`config.mk`:
```
export PLATFORM = sky130hd
export DESIGN_NAME = ctl_reg_store_load
export DESIGN_NICKNAME = d
export VERILOG_FILES = /design/src/ctl_reg_pkg.sv /design/src/ctl_reg_store_load.sv /design/src/field_shaper.sv
export SDC_FILE = /design/constraint.sdc
export NUM_CORES = 2
export LEC_CHECK = 0
export BUFFER_PORTS_ARGS = -buffer_cell sky130_fd_sc_hd__buf_2
export CAP_MARGIN = 0
export CORE_MARGIN = 2
export CORE_UTILIZATION = 35
export DETAILED_ROUTE_END_ITERATION = 8
export HOLD_SLACK_MARGIN = 0.02
export REMOVE_ABC_BUFFERS = 1
export SLEW_MARGIN = 20
export SYNTH_ARGS = -nofsm -noshare
export SYNTH_HDL_FRONTEND = slang
export SYNTH_HIERARCHICAL = 1
export SYNTH_SLANG_ARGS = --single-unit
```
`constraint.sdc`:
```
create_clock -name sys_clk_i -period 11.9 [get_ports sys_clk_i]
set_clock_uncertainty 0.15 [all_clocks]
set_input_delay 2.975 -clock sys_clk_i [delete_from_list [all_inputs] [get_ports sys_clk_i]]
set_output_delay 2.975 -clock sys_clk_i [all_outputs]
set_load 0.02 [all_outputs]
```
`src/ctl_reg_pkg.sv`:
```
// constants and types shared by the control register store/load logic
// assumes 6-bit characters and a 19-bit character address space
package ctl_reg_pkg;
  localparam int unsigned       ADDR_W   = 19;
  localparam int unsigned       CHAR_W   = 6;
  localparam int unsigned       FIELD_W  = 24;
  localparam int unsigned       NUM_REGS = 39;
  localparam logic [ADDR_W-1:0] ADDR_ONE = 19'h00001;

  // variant codes that select control registers
  localparam logic [5:0] CODE_CNT_LAST = 6'h1f;
  localparam logic [5:0] CODE_ATTN     = 6'h2c;
  localparam logic [5:0] CODE_CSR      = 6'h34;
  localparam logic [5:0] CODE_EXT      = 6'h36;
  localparam logic [5:0] CODE_WORK     = 6'h37;
  localparam logic [5:0] CODE_BADDR    = 6'h38;
  localparam logic [5:0] CODE_INT      = 6'h3e;
  localparam logic [5:0] CODE_SEQ      = 6'h3f;

  // slots of the control memory array; counters take slots 0 to 31
  localparam logic [5:0] IDX_ATTN  = 6'h20;
  localparam logic [5:0] IDX_CSR   = 6'h21;
  localparam logic [5:0] IDX_EXT   = 6'h22;
  localparam logic [5:0] IDX_WORK  = 6'h23;
  localparam logic [5:0] IDX_BADDR = 6'h24;
  localparam logic [5:0] IDX_INT   = 6'h25;
  localparam logic [5:0] IDX_SEQ   = 6'h26;
  localparam logic [5:0] IDX_NONE  = 6'h3f;

  // fields of the mode-selection variant
  localparam int unsigned TRAP_BIT = 2;
  localparam int unsigned S_BIT    = 3;
  localparam int unsigned LEN_LSB  = 4;
  localparam logic [1:0]  LEN_TWO  = 2'h1;
  localparam logic [1:0]  LEN_FOUR = 2'h3;
  localparam logic [5:0]  MODE_VAR_TWO     = 6'h10;
  localparam logic [5:0]  MODE_VAR_FOUR_TS = 6'h3c;

  // address widths and field lengths per addressing mode
  localparam logic [4:0] BITS_TWO    = 5'h0c;
  localparam logic [4:0] BITS_THREE  = 5'h0f;
  localparam logic [4:0] BITS_FOUR   = 5'h12;
  localparam logic [4:0] BITS_MULTI  = 5'h13;
  localparam logic [2:0] CHARS_TWO   = 3'h2;
  localparam logic [2:0] CHARS_THREE = 3'h3;
  localparam logic [2:0] CHARS_MULTI = 3'h4;

  // register map
  localparam logic [7:0]  OFS_CONFIG = 8'h00;
  localparam logic [7:0]  OFS_MODE   = 8'h04;
  localparam logic [7:0]  OFS_STATUS = 8'h08;
  localparam logic [7:0]  OFS_MASK   = 8'h0c;
  localparam logic [7:0]  OFS_AADDR  = 8'h10;
  localparam logic [7:0]  OFS_SEQ    = 8'h14;
  localparam int unsigned CFG_MULTI_BIT = 0;
  localparam int unsigned CFG_BITS_LSB  = 8;
  localparam int unsigned MODE_TRAP_BIT = 2;
  localparam int unsigned MODE_S_BIT    = 3;
  localparam int unsigned ST_STORE = 0;
  localparam int unsigned ST_LOAD  = 1;
  localparam int unsigned ST_MODE  = 2;
  localparam int unsigned ST_VIOL  = 3;
  localparam int unsigned ST_W     = 4;
  localparam logic        CFG_MULTI_RST = 1'b0;
  localparam logic [4:0]  CFG_BITS_RST  = 5'h12;
  localparam logic [3:0]  MASK_RST      = 4'h0;

  typedef enum logic [1:0] {addr_two, addr_three, addr_four} addr_mode_e;
  typedef enum logic [1:0] {
    store_control_register_op,
    load_control_register_op,
    change_address_mode_op
  } op_e;

  localparam addr_mode_e MODE_RST = addr_three;
endpackage

```
`src/ctl_reg_store_load.sv`:
```
// store/load control register and change addressing mode execution logic
// assumes a same-clock sequencer, a character memory with an ack, an AHB-Lite master
// Function
// - store writes selected register into A field
// - two-char store writes low twelve bits
// - three-char store writes fifteen bits, top zeroed
// - four-char store zero pads register to field
// - only multicharacter writes top character in four-char
// - bits beyond installed memory stored as zero
// - variant code selects counter or named register
// - missing variant reuses the held variant
// - missing A address uses A-address register
// - storing code 67 gives previous A address
// - work register saves and restores A address
// - punctuation bits neither sensed nor changed
// - two-char load replaces low twelve bits only
// - three-char load replaces low fifteen bits only
// - four-char load sized by memory, multicharacter nineteen
// - privileged load exempt only under five conditions
// - load to sequence register redirects next fetch
// - mode change sets length, trap and S modes
// - mode variant decodes length, trap and S bits
//
// Register access over AHB-Lite and the placing of the registers are this design's own decisions.
module ctl_reg_store_load (
  input  logic                           sys_clk_i,
  input  logic                           rst_b_i,
  input  logic                           hsel_i,
  input  logic [31:0]                    haddr_i,
  input  logic [1:0]                     htrans_i,
  input  logic                           hwrite_i,
  input  logic [2:0]                     hsize_i,
  input  logic [31:0]                    hwdata_i,
  input  logic                           hready_i,
  output logic [31:0]                    hrdata_o,
  output logic                           hreadyout_o,
  output logic                           hresp_o,
  input  logic                           cmd_valid_i,
  output logic                           cmd_ready_o,
  input  ctl_reg_pkg::op_e               cmd_op_i,
  input  logic                           cmd_has_variant_i,
  input  logic [5:0]                     cmd_variant_i,
  input  logic                           cmd_has_a_i,
  input  logic [ctl_reg_pkg::ADDR_W-1:0] cmd_a_addr_i,
  input  logic                           privilege_grant_op_i,
  input  logic                           storage_protect_i,
  input  logic                           base_mode_i,
  input  logic                           proceed_allow_i,
  output logic                           mem_req_o,
  output logic                           mem_we_o,
  output logic [ctl_reg_pkg::ADDR_W-1:0] mem_addr_o,
  output logic [ctl_reg_pkg::CHAR_W-1:0] mem_wdata_o,
  input  logic [ctl_reg_pkg::CHAR_W-1:0] mem_rdata_i,
  input  logic                           mem_ack_i,
  output logic                           done_o,
  output logic                           violation_o,
  output logic                           branch_o,
  output ctl_reg_pkg::addr_mode_e        addr_mode_o,
  output logic                           trap_mode_o,
  output logic                           s_mode_o,
  output logic [ctl_reg_pkg::ADDR_W-1:0] a_addr_reg_o,
  output logic [ctl_reg_pkg::ADDR_W-1:0] b_addr_reg_o,
  output logic [ctl_reg_pkg::ADDR_W-1:0] seq_reg_o,
  output logic                           irq_o
);
  import ctl_reg_pkg::*;

  typedef enum logic [1:0] {st_idle, st_xfer, st_finish} state_e;

  state_e             state_ff;
  logic [ADDR_W-1:0]  ctrl_ff [NUM_REGS];
  logic [ADDR_W-1:0]  aar_ff;
  logic [5:0]         var_ff;
  logic [5:0]         idx_ff;
  logic               is_load_ff;
  logic               xfer_ok_ff;
  logic [2:0]         cnt_ff;
  logic [2:0]         nchars_ff;
  logic [FIELD_W-1:0] sfield_ff;
  logic [FIELD_W-1:0] acc_ff;
  logic [ADDR_W-1:0]  maddr_ff;
  addr_mode_e         mode_ff;
  logic               trap_ff;
  logic               smode_ff;
  logic               grant_ff;
  logic               done_ff;
  logic               viol_ff;
  logic               branch_ff;
  logic               multi_ff;
  logic [4:0]         membits_ff;
  logic [ST_W-1:0]    status_ff;
  logic [ST_W-1:0]    mask_ff;
  logic [31:0]        hrdata_ff;
  logic               wr_pend_ff;
  logic [7:0]         wr_addr_ff;

  // command decode
  wire       idle     = state_ff == st_idle;
  wire       accept   = cmd_valid_i && idle;
  wire       acc_mode = accept && cmd_op_i == change_address_mode_op;
  wire       acc_sl   = accept && cmd_op_i != change_address_mode_op;
  wire       acc_load = accept && cmd_op_i == load_control_register_op;
  wire [5:0] sel_code = cmd_has_variant_i ? cmd_variant_i : var_ff;
  wire [5:0] sel_idx  = (sel_code <= CODE_CNT_LAST) ? sel_code :
                        (sel_code == CODE_ATTN)     ? IDX_ATTN :
                        (sel_code == CODE_CSR)      ? IDX_CSR :
                        (sel_code == CODE_EXT)      ? IDX_EXT :
                        (sel_code == CODE_WORK)     ? IDX_WORK :
                        (sel_code == CODE_BADDR)    ? IDX_BADDR :
                        (sel_code == CODE_INT)      ? IDX_INT :
                        (sel_code == CODE_SEQ)      ? IDX_SEQ : IDX_NONE;
  wire       sel_ok   = sel_idx != IDX_NONE;
  wire       priv_code = sel_code == CODE_CSR || sel_code == CODE_WORK ||
                         sel_code == CODE_BADDR || sel_code == CODE_SEQ;
  wire       exempt   = grant_ff && priv_code && storage_protect_i && base_mode_i &&
                        !proceed_allow_i;
  wire       viol     = acc_load && storage_protect_i && !exempt;
  wire       go_mem   = acc_sl && sel_ok && !viol;
  wire [ADDR_W-1:0] field_addr = cmd_has_a_i ? cmd_a_addr_i : aar_ff;
  // code 67 reads the A address as it was before this instruction
  wire [ADDR_W-1:0] src_val = (sel_idx == IDX_WORK) ? aar_ff :
                              sel_ok ? ctrl_ff[sel_idx] : '0;
  wire [ADDR_W-1:0] shp_reg = idle ? src_val : ctrl_ff[idx_ff];
  wire              last    = cnt_ff == nchars_ff - 3'h1;
  wire              fin     = state_ff == st_finish;
  wire              ld_fin  = fin && is_load_ff && xfer_ok_ff;
  wire [1:0]        len_fld = sel_code[LEN_LSB+1:LEN_LSB];
  wire [FIELD_W-1:0] store_field;
  wire [2:0]         nchars;
  wire [ADDR_W-1:0]  load_value;

  field_shaper u_shaper (
    .mode_i        (mode_ff),
    .multi_i       (multi_ff),
    .mem_bits_i    (membits_ff),
    .reg_val_i     (shp_reg),
    .field_i       (acc_ff),
    .store_field_o (store_field),
    .nchars_o      (nchars),
    .load_val_o    (load_value)
  );

  // control memory; one write port per slot
  for (genvar i = 0; i < NUM_REGS; i++) begin : g_ctrl
    wire save_w = acc_sl && 6'(i) == IDX_WORK;
    wire load_w = ld_fin && idx_ff == 6'(i);
    always_ff @(posedge sys_clk_i) begin
      if (!rst_b_i) begin
        ctrl_ff[i] <= '0;
      end else if (load_w) begin
        ctrl_ff[i] <= load_value;
      end else if (save_w) begin
        ctrl_ff[i] <= aar_ff;
      end
    end
  end

  // A-address register: operand address in, work register back at the end
  always_ff @(posedge sys_clk_i) begin
    if (!rst_b_i) begin
      aar_ff <= '0;
    end else if (acc_sl && cmd_has_a_i) begin
      aar_ff <= cmd_a_addr_i;
    end else if (fin) begin
      aar_ff <= (ld_fin && idx_ff == IDX_WORK) ? load_value : ctrl_ff[IDX_WORK];
    end
  end

  // held variant, privilege grant and modes
  always_ff @(posedge sys_clk_i) begin
    if (!rst_b_i) begin
      var_ff   <= '0;
      grant_ff <= 1'b0;
      mode_ff  <= MODE_RST;
      trap_ff  <= 1'b0;
      smode_ff <= 1'b0;
    end else begin
      if (accept && cmd_has_variant_i) var_ff <= cmd_variant_i;
      if (privilege_grant_op_i) grant_ff <= 1'b1;
      if (acc_mode) begin
        mode_ff  <= (len_fld == LEN_TWO) ? addr_two :
                    (len_fld == LEN_FOUR) ? addr_four : addr_three;
        trap_ff  <= sel_code[TRAP_BIT];
        smode_ff <= sel_code[S_BIT];
      end
    end
  end

  // operation sequencer
  always_ff @(posedge sys_clk_i) begin
    if (!rst_b_i) begin
      state_ff   <= st_idle;
      idx_ff     <= '0;
      is_load_ff <= 1'b0;
      xfer_ok_ff <= 1'b0;
      cnt_ff     <= '0;
      nchars_ff  <= '0;
      sfield_ff  <= '0;
      acc_ff     <= '0;
      maddr_ff   <= '0;
      done_ff    <= 1'b0;
      viol_ff    <= 1'b0;
      branch_ff  <= 1'b0;
    end else begin
      done_ff   <= acc_mode || fin;
      viol_ff   <= viol;
      branch_ff <= ld_fin && idx_ff == IDX_SEQ;
      case (state_ff)
        st_idle: begin
          if (acc_sl) begin
            state_ff   <= go_mem ? st_xfer : st_finish;
            idx_ff     <= sel_idx;
            is_load_ff <= cmd_op_i == load_control_register_op;
            xfer_ok_ff <= go_mem;
            cnt_ff     <= '0;
            nchars_ff  <= nchars;
            sfield_ff  <= store_field;
            acc_ff     <= '0;
            maddr_ff   <= field_addr;   // units position first
          end
        end
        st_xfer: begin
          if (mem_ack_i) begin
            acc_ff[6*cnt_ff +: CHAR_W] <= mem_rdata_i;
            sfield_ff <= sfield_ff >> CHAR_W;
            maddr_ff  <= maddr_ff - ADDR_ONE;
            cnt_ff    <= cnt_ff + 3'h1;
            if (last) state_ff <= st_finish;
          end
        end
        st_finish: state_ff <= st_idle;
        default:   state_ff <= st_idle;
      endcase
    end
  end

  // memory port carries data bits only, so punctuation is untouched
  assign mem_req_o   = state_ff == st_xfer;
  assign mem_we_o    = !is_load_ff;
  assign mem_addr_o  = maddr_ff;
  assign mem_wdata_o = sfield_ff[CHAR_W-1:0];

  assign cmd_ready_o  = idle;
  assign done_o       = done_ff;
  assign violation_o  = viol_ff;
  assign branch_o     = branch_ff;
  assign addr_mode_o  = mode_ff;
  assign trap_mode_o  = trap_ff;
  assign s_mode_o     = smode_ff;
  assign a_addr_reg_o = aar_ff;
  assign b_addr_reg_o = ctrl_ff[IDX_BADDR];
  assign seq_reg_o    = ctrl_ff[IDX_SEQ];

  // AHB-Lite slave, zero wait states
  wire        ahb_act  = hsel_i && htrans_i[1] && hready_i;
  wire        ahb_rd   = ahb_act && !hwrite_i;
  wire [7:0]  ahb_ofs  = haddr_i[7:0];
  wire        ahb_hit  = haddr_i[31:8] == 24'h000000;
  wire        st_clr   = ahb_rd && ahb_hit && ahb_ofs == OFS_STATUS;
  wire        cfg_wr   = wr_pend_ff && wr_addr_ff == OFS_CONFIG;
  wire        mask_wr  = wr_pend_ff && wr_addr_ff == OFS_MASK;
  wire [31:0] mode_rd  = {28'h0000000, smode_ff, trap_ff, mode_ff};
  wire [31:0] cfg_rd   = {19'h00000, membits_ff, 7'h00, multi_ff};
  wire [31:0] rd_mux   = !ahb_hit               ? 32'h00000000 :
                         ahb_ofs == OFS_CONFIG  ? cfg_rd :
                         ahb_ofs == OFS_MODE    ? mode_rd :
                         ahb_ofs == OFS_STATUS  ? {28'h0000000, status_ff} :
                         ahb_ofs == OFS_MASK    ? {28'h0000000, mask_ff} :
                         ahb_ofs == OFS_AADDR   ? {13'h0000, aar_ff} :
                         ahb_ofs == OFS_SEQ     ? {13'h0000, seq_reg_o} : 32'h00000000;
  wire [ST_W-1:0] st_set;

  assign st_set[ST_STORE] = fin && xfer_ok_ff && !is_load_ff;
  assign st_set[ST_LOAD]  = ld_fin;
  assign st_set[ST_MODE]  = acc_mode;
  assign st_set[ST_VIOL]  = viol_ff;

  always_ff @(posedge sys_clk_i) begin
    if (!rst_b_i) begin
      wr_pend_ff <= 1'b0;
      wr_addr_ff <= '0;
      hrdata_ff  <= '0;
    end else begin
      wr_pend_ff <= ahb_act && hwrite_i && ahb_hit;
      wr_addr_ff <= ahb_ofs;
      if (ahb_rd) hrdata_ff <= rd_mux;
    end
  end

  // a set in the clearing cycle survives the read
  always_ff @(posedge sys_clk_i) begin
    if (!rst_b_i) begin
      status_ff  <= '0;
      mask_ff    <= MASK_RST;
      multi_ff   <= CFG_MULTI_RST;
      membits_ff <= CFG_BITS_RST;
    end else begin
      status_ff <= (status_ff & ~{ST_W{st_clr}}) | st_set;
      if (mask_wr) mask_ff <= hwdata_i[ST_W-1:0];
      if (cfg_wr) begin
        multi_ff   <= hwdata_i[CFG_MULTI_BIT];
        membits_ff <= hwdata_i[CFG_BITS_LSB+4:CFG_BITS_LSB];
      end
    end
  end

  assign hrdata_o    = hrdata_ff;
  assign hreadyout_o = 1'b1;
  assign hresp_o     = 1'b0;
  assign irq_o       = |(status_ff & mask_ff);
endmodule // ctl_reg_store_load

```
`src/field_shaper.sv`:
```
// shapes a register value into a memory field and a memory field into a register value
// assumes mode and installation bits are stable while an operation runs
module field_shaper (
  input  ctl_reg_pkg::addr_mode_e        mode_i,
  input  logic                           multi_i,
  input  logic [4:0]                     mem_bits_i,
  input  logic [ctl_reg_pkg::ADDR_W-1:0] reg_val_i,
  input  logic [ctl_reg_pkg::FIELD_W-1:0] field_i,
  output logic [ctl_reg_pkg::FIELD_W-1:0] store_field_o,
  output logic [2:0]                     nchars_o,
  output logic [ctl_reg_pkg::ADDR_W-1:0] load_val_o
);
  import ctl_reg_pkg::*;

  wire [4:0] wbits = (mode_i == addr_two)   ? BITS_TWO :
                     (mode_i == addr_three) ? BITS_THREE :
                     multi_i                ? BITS_MULTI : BITS_FOUR;
  // store width never exceeds the installed memory size
  wire [4:0] sbits = (wbits < mem_bits_i) ? wbits : mem_bits_i;
  wire [4:0] lbits = (mode_i == addr_four && !multi_i) ? sbits : wbits;

  // non-multicharacter four-char store leaves the top character alone
  assign nchars_o = (mode_i == addr_two) ? CHARS_TWO :
                    (mode_i == addr_four && multi_i) ? CHARS_MULTI : CHARS_THREE;
  assign store_field_o[FIELD_W-1:ADDR_W] = '0;

  for (genvar b = 0; b < ADDR_W; b++) begin : g_bit
    // unused high bits of the field are written as zeros
    assign store_field_o[b] = (5'(b) < sbits) & reg_val_i[b];
    // two/three-char loads keep bank or sector bits
    assign load_val_o[b] = (5'(b) < lbits)     ? field_i[b] :
                           (mode_i == addr_four) ? 1'b0 : reg_val_i[b];
  end
endmodule // field_shaper

```
==> results.py <==
metrics = {
    "global_route": {
        "grt_pass1_vias": 34400,
        "grt-ovfl-total": 0,
        "grt_pass1_wl_mm": 247,
        "grt_usage_pct": 23.5,
        "antenna_found_initial": 11,
        "grt_max_degree": 104,
    },
    "critical_path": {
        "critPathRequiredTime_ps": 12330,
        "cpMaxStageDelayCell": "o41ai_1",
        "worstPathMaxFanout": 26,
        "cp.buffers_inverters": 5,
        "critPathMaxStageDelay_ps": 1000,
        "path_delay_family": "compound AO/OA/AOI/OAI gates",
        "critPathLaunchType": "primary input",
        "crit_type": "in2reg",
        "cp-end-kind": "register",
        "cp.arrival_ps": 9120,
        "worstPathCellList": "buf_2 -> mux2_2 -> buf_4 -> nor2_4 -> a21oi_1 -> nor2_4 -> buf_4 -> mux4_2 -> a22oi_1 -> a22o_1 -> and3_1 -> o41ai_1 -> inv_1 -> o22ai_2 -> buf_4 -> and2_1",
        "cpMostUsedCell": "buf_4",
    },
    "timing": {
        "maxSlewHeadroom_pct": 14.9,
        "hold_violations": 0,
        "tns_ps": 0,
        "setup_viol": 0,
        "tightest_slew_ps": 1260,
        "period_share_pct": 73.1,
        "fin_crit_ps": 8690,
        "report.final.slew_viol_count": 0,
        "max_freq_mhz": 115,
        "grt_setup_unrepaired": "false",
    },
    "clock_network": {
        "clkSlewWorstSetupHoldPaths_ps": 60,
        "cts_resized": 0,
        "clock-sinks": 900,
        "htree_levels": 3,
        "clock_latency_ps": 730,
        "cts_hold_buf": 0,
        "cts_tree": "yes",
        "clock_path_buffers": 3,
        "postCtsSetupBuffers": 0,
        "root_buffer": "clkbuf_16",
        "numCtsBuffers": 99,
    },
    "pwr": {
        "power_mw": 8.31,
        "leakagePower_nw": 19.8,
        "power.density_mw_per_mm2": 148,
        "ir_drop_mv": 0.126,
    },
    "route": {
        "drtIter0Drc": 4064,
        "first_pass_iters": 8,
        "drc": 0,
        "wl_mm": 174,
        "vias_per_cell": 5.87,
        "ant_nets": 0,
        "wire_per_inst_microns": 29.0,
        "vias": 35200,
    },
    "floorplanning": {
        "die_h_microns": 380,
        "rows": 137,
        "die_w_microns": 380,
        "core-area_sq_mm": 0.140,
        "num_io_pins": 242,
        "die-area_sq_mm": 0.144,
        "initial_core_util_pct": 35.3,
    },
    "final_layout": {
        "fin_nets": 4158,
        "final_area_sq_mm": 0.0561,
        "area_growth_pct": 13.6,
        "drive_gt1_share_pct": 23.4,
    },
    "synth": {
        "synth.yosys.warnings": 6,
        "syn_area_per_cell_sq_um": 12.4,
        "syn_inst": 3968,
        "syn_area_sq_mm": 0.0494,
    },
    "place": {
        "gp_congestion": 0.925,
        "io_buffers": 199,
        "placed_area_sq_mm": 0.0527,
        "hpwl_mm": 110,
    },
    "hold_path": {
        "hold_class": "reg2reg",
    },
    "outcome": {
        "status": "finished clean",
    },
    "flow_run": {
        "maxCapViolations": 0,
    },
}
where the power goes:
part | leakage (nW) | switching (mW) | internal [mW]
Clock | 1.57 | 1.35 | 1.75
Sequential | 8.95 | 0.126 | 3.53
Combinational | 9.31 | 0.988 | 0.567
path summary, 6_finish.rpt:
| path | startpoint | end | slack [ps] | cells past startpoint |
|---|---|---|---|---|
| worst max-delay path | cmd_has_variant_i | ctrl_ff[11][18] | 3210 | 16 |
| worst min-delay path | grant_ff | grant_ff | 320 | 1 |
| worst max register to register | var_ff[5] | ctrl_ff[11][18] | 5640 | 15 |
| worst min register to register | grant_ff | grant_ff | 320 | 1 |
registers in the layout (all words and copies together) (netlist names), 2 cells and up, named ones only:
signal / flops
idx_ff: 6
membits_ff: 5
ctrl_ff: 741
hrdata_o: 19
status_ff: 4
acc_ff: 19
addr_mode_o: 2
mem_addr_o: 19
sfield_ff: 24
var_ff: 6
cnt_ff: 3
state_ff: 2
a_addr_reg_o: 19
nchars_ff: 3
mask_ff: 4
wr_addr_ff: 8
cell usage in the layout, fill, tap and decap left out, types with 42 or more instances in the layout:
cell type	count
edfxtp_1	741
a211oi_1	51
buf_4	107
a21boi_0	42
a22oi_1	58
mux4_2	341
nor2b_1	78
mux2i_1	109
nor2_1	108
and2_1	755
o21ai_0	91
a31oi_1	53
nand2_1	326
nand3_1	62
buf_2	198
dfxtp_1	155
a21oi_1	78
clkbuf_16	100
layout make-up:
type / instances / area, sq um
antenna: 3 / 7.51
clock buffer: 131 / 2690
clock inverter: 52 / 508
fill: 13000 / 83600
inverter: 34 / 128
multi-input combinational: 2677 / 22900
sequential: 900 / 25400
tap: 1876 / 2350
timing repair buffer: 317 / 2060
layer usage:
layer  up-vias  GRT usage [%]  part of all wire [%]
li1      15000              -                     -
met1     17700           30.4                    39
met2      2003           37.0                    46
met3       401           5.91                    10
met4         2           11.2                   5.2
met5         -              0                0.0069
metrics by stage:
| stage | std cells | hold slack, ps | utilization, % | setup WS [ps] |
|---|---|---|---|---|
| floorplan | 3611 | 290 | - | 431 |
| global placement | 5798 | 296 | 37.7 | 2650 |
| detailed placement | 5800 | 310 | 37.7 | 2630 |
| CTS | 5983 | 320 | 40.0 | 3330 |
| global route | 5988 | 343 | 40.1 | 3140 |
| finish | 5990 | 317 | 40.1 | 3210 |
No activity file was read; power rests on OpenSTA's default activity.
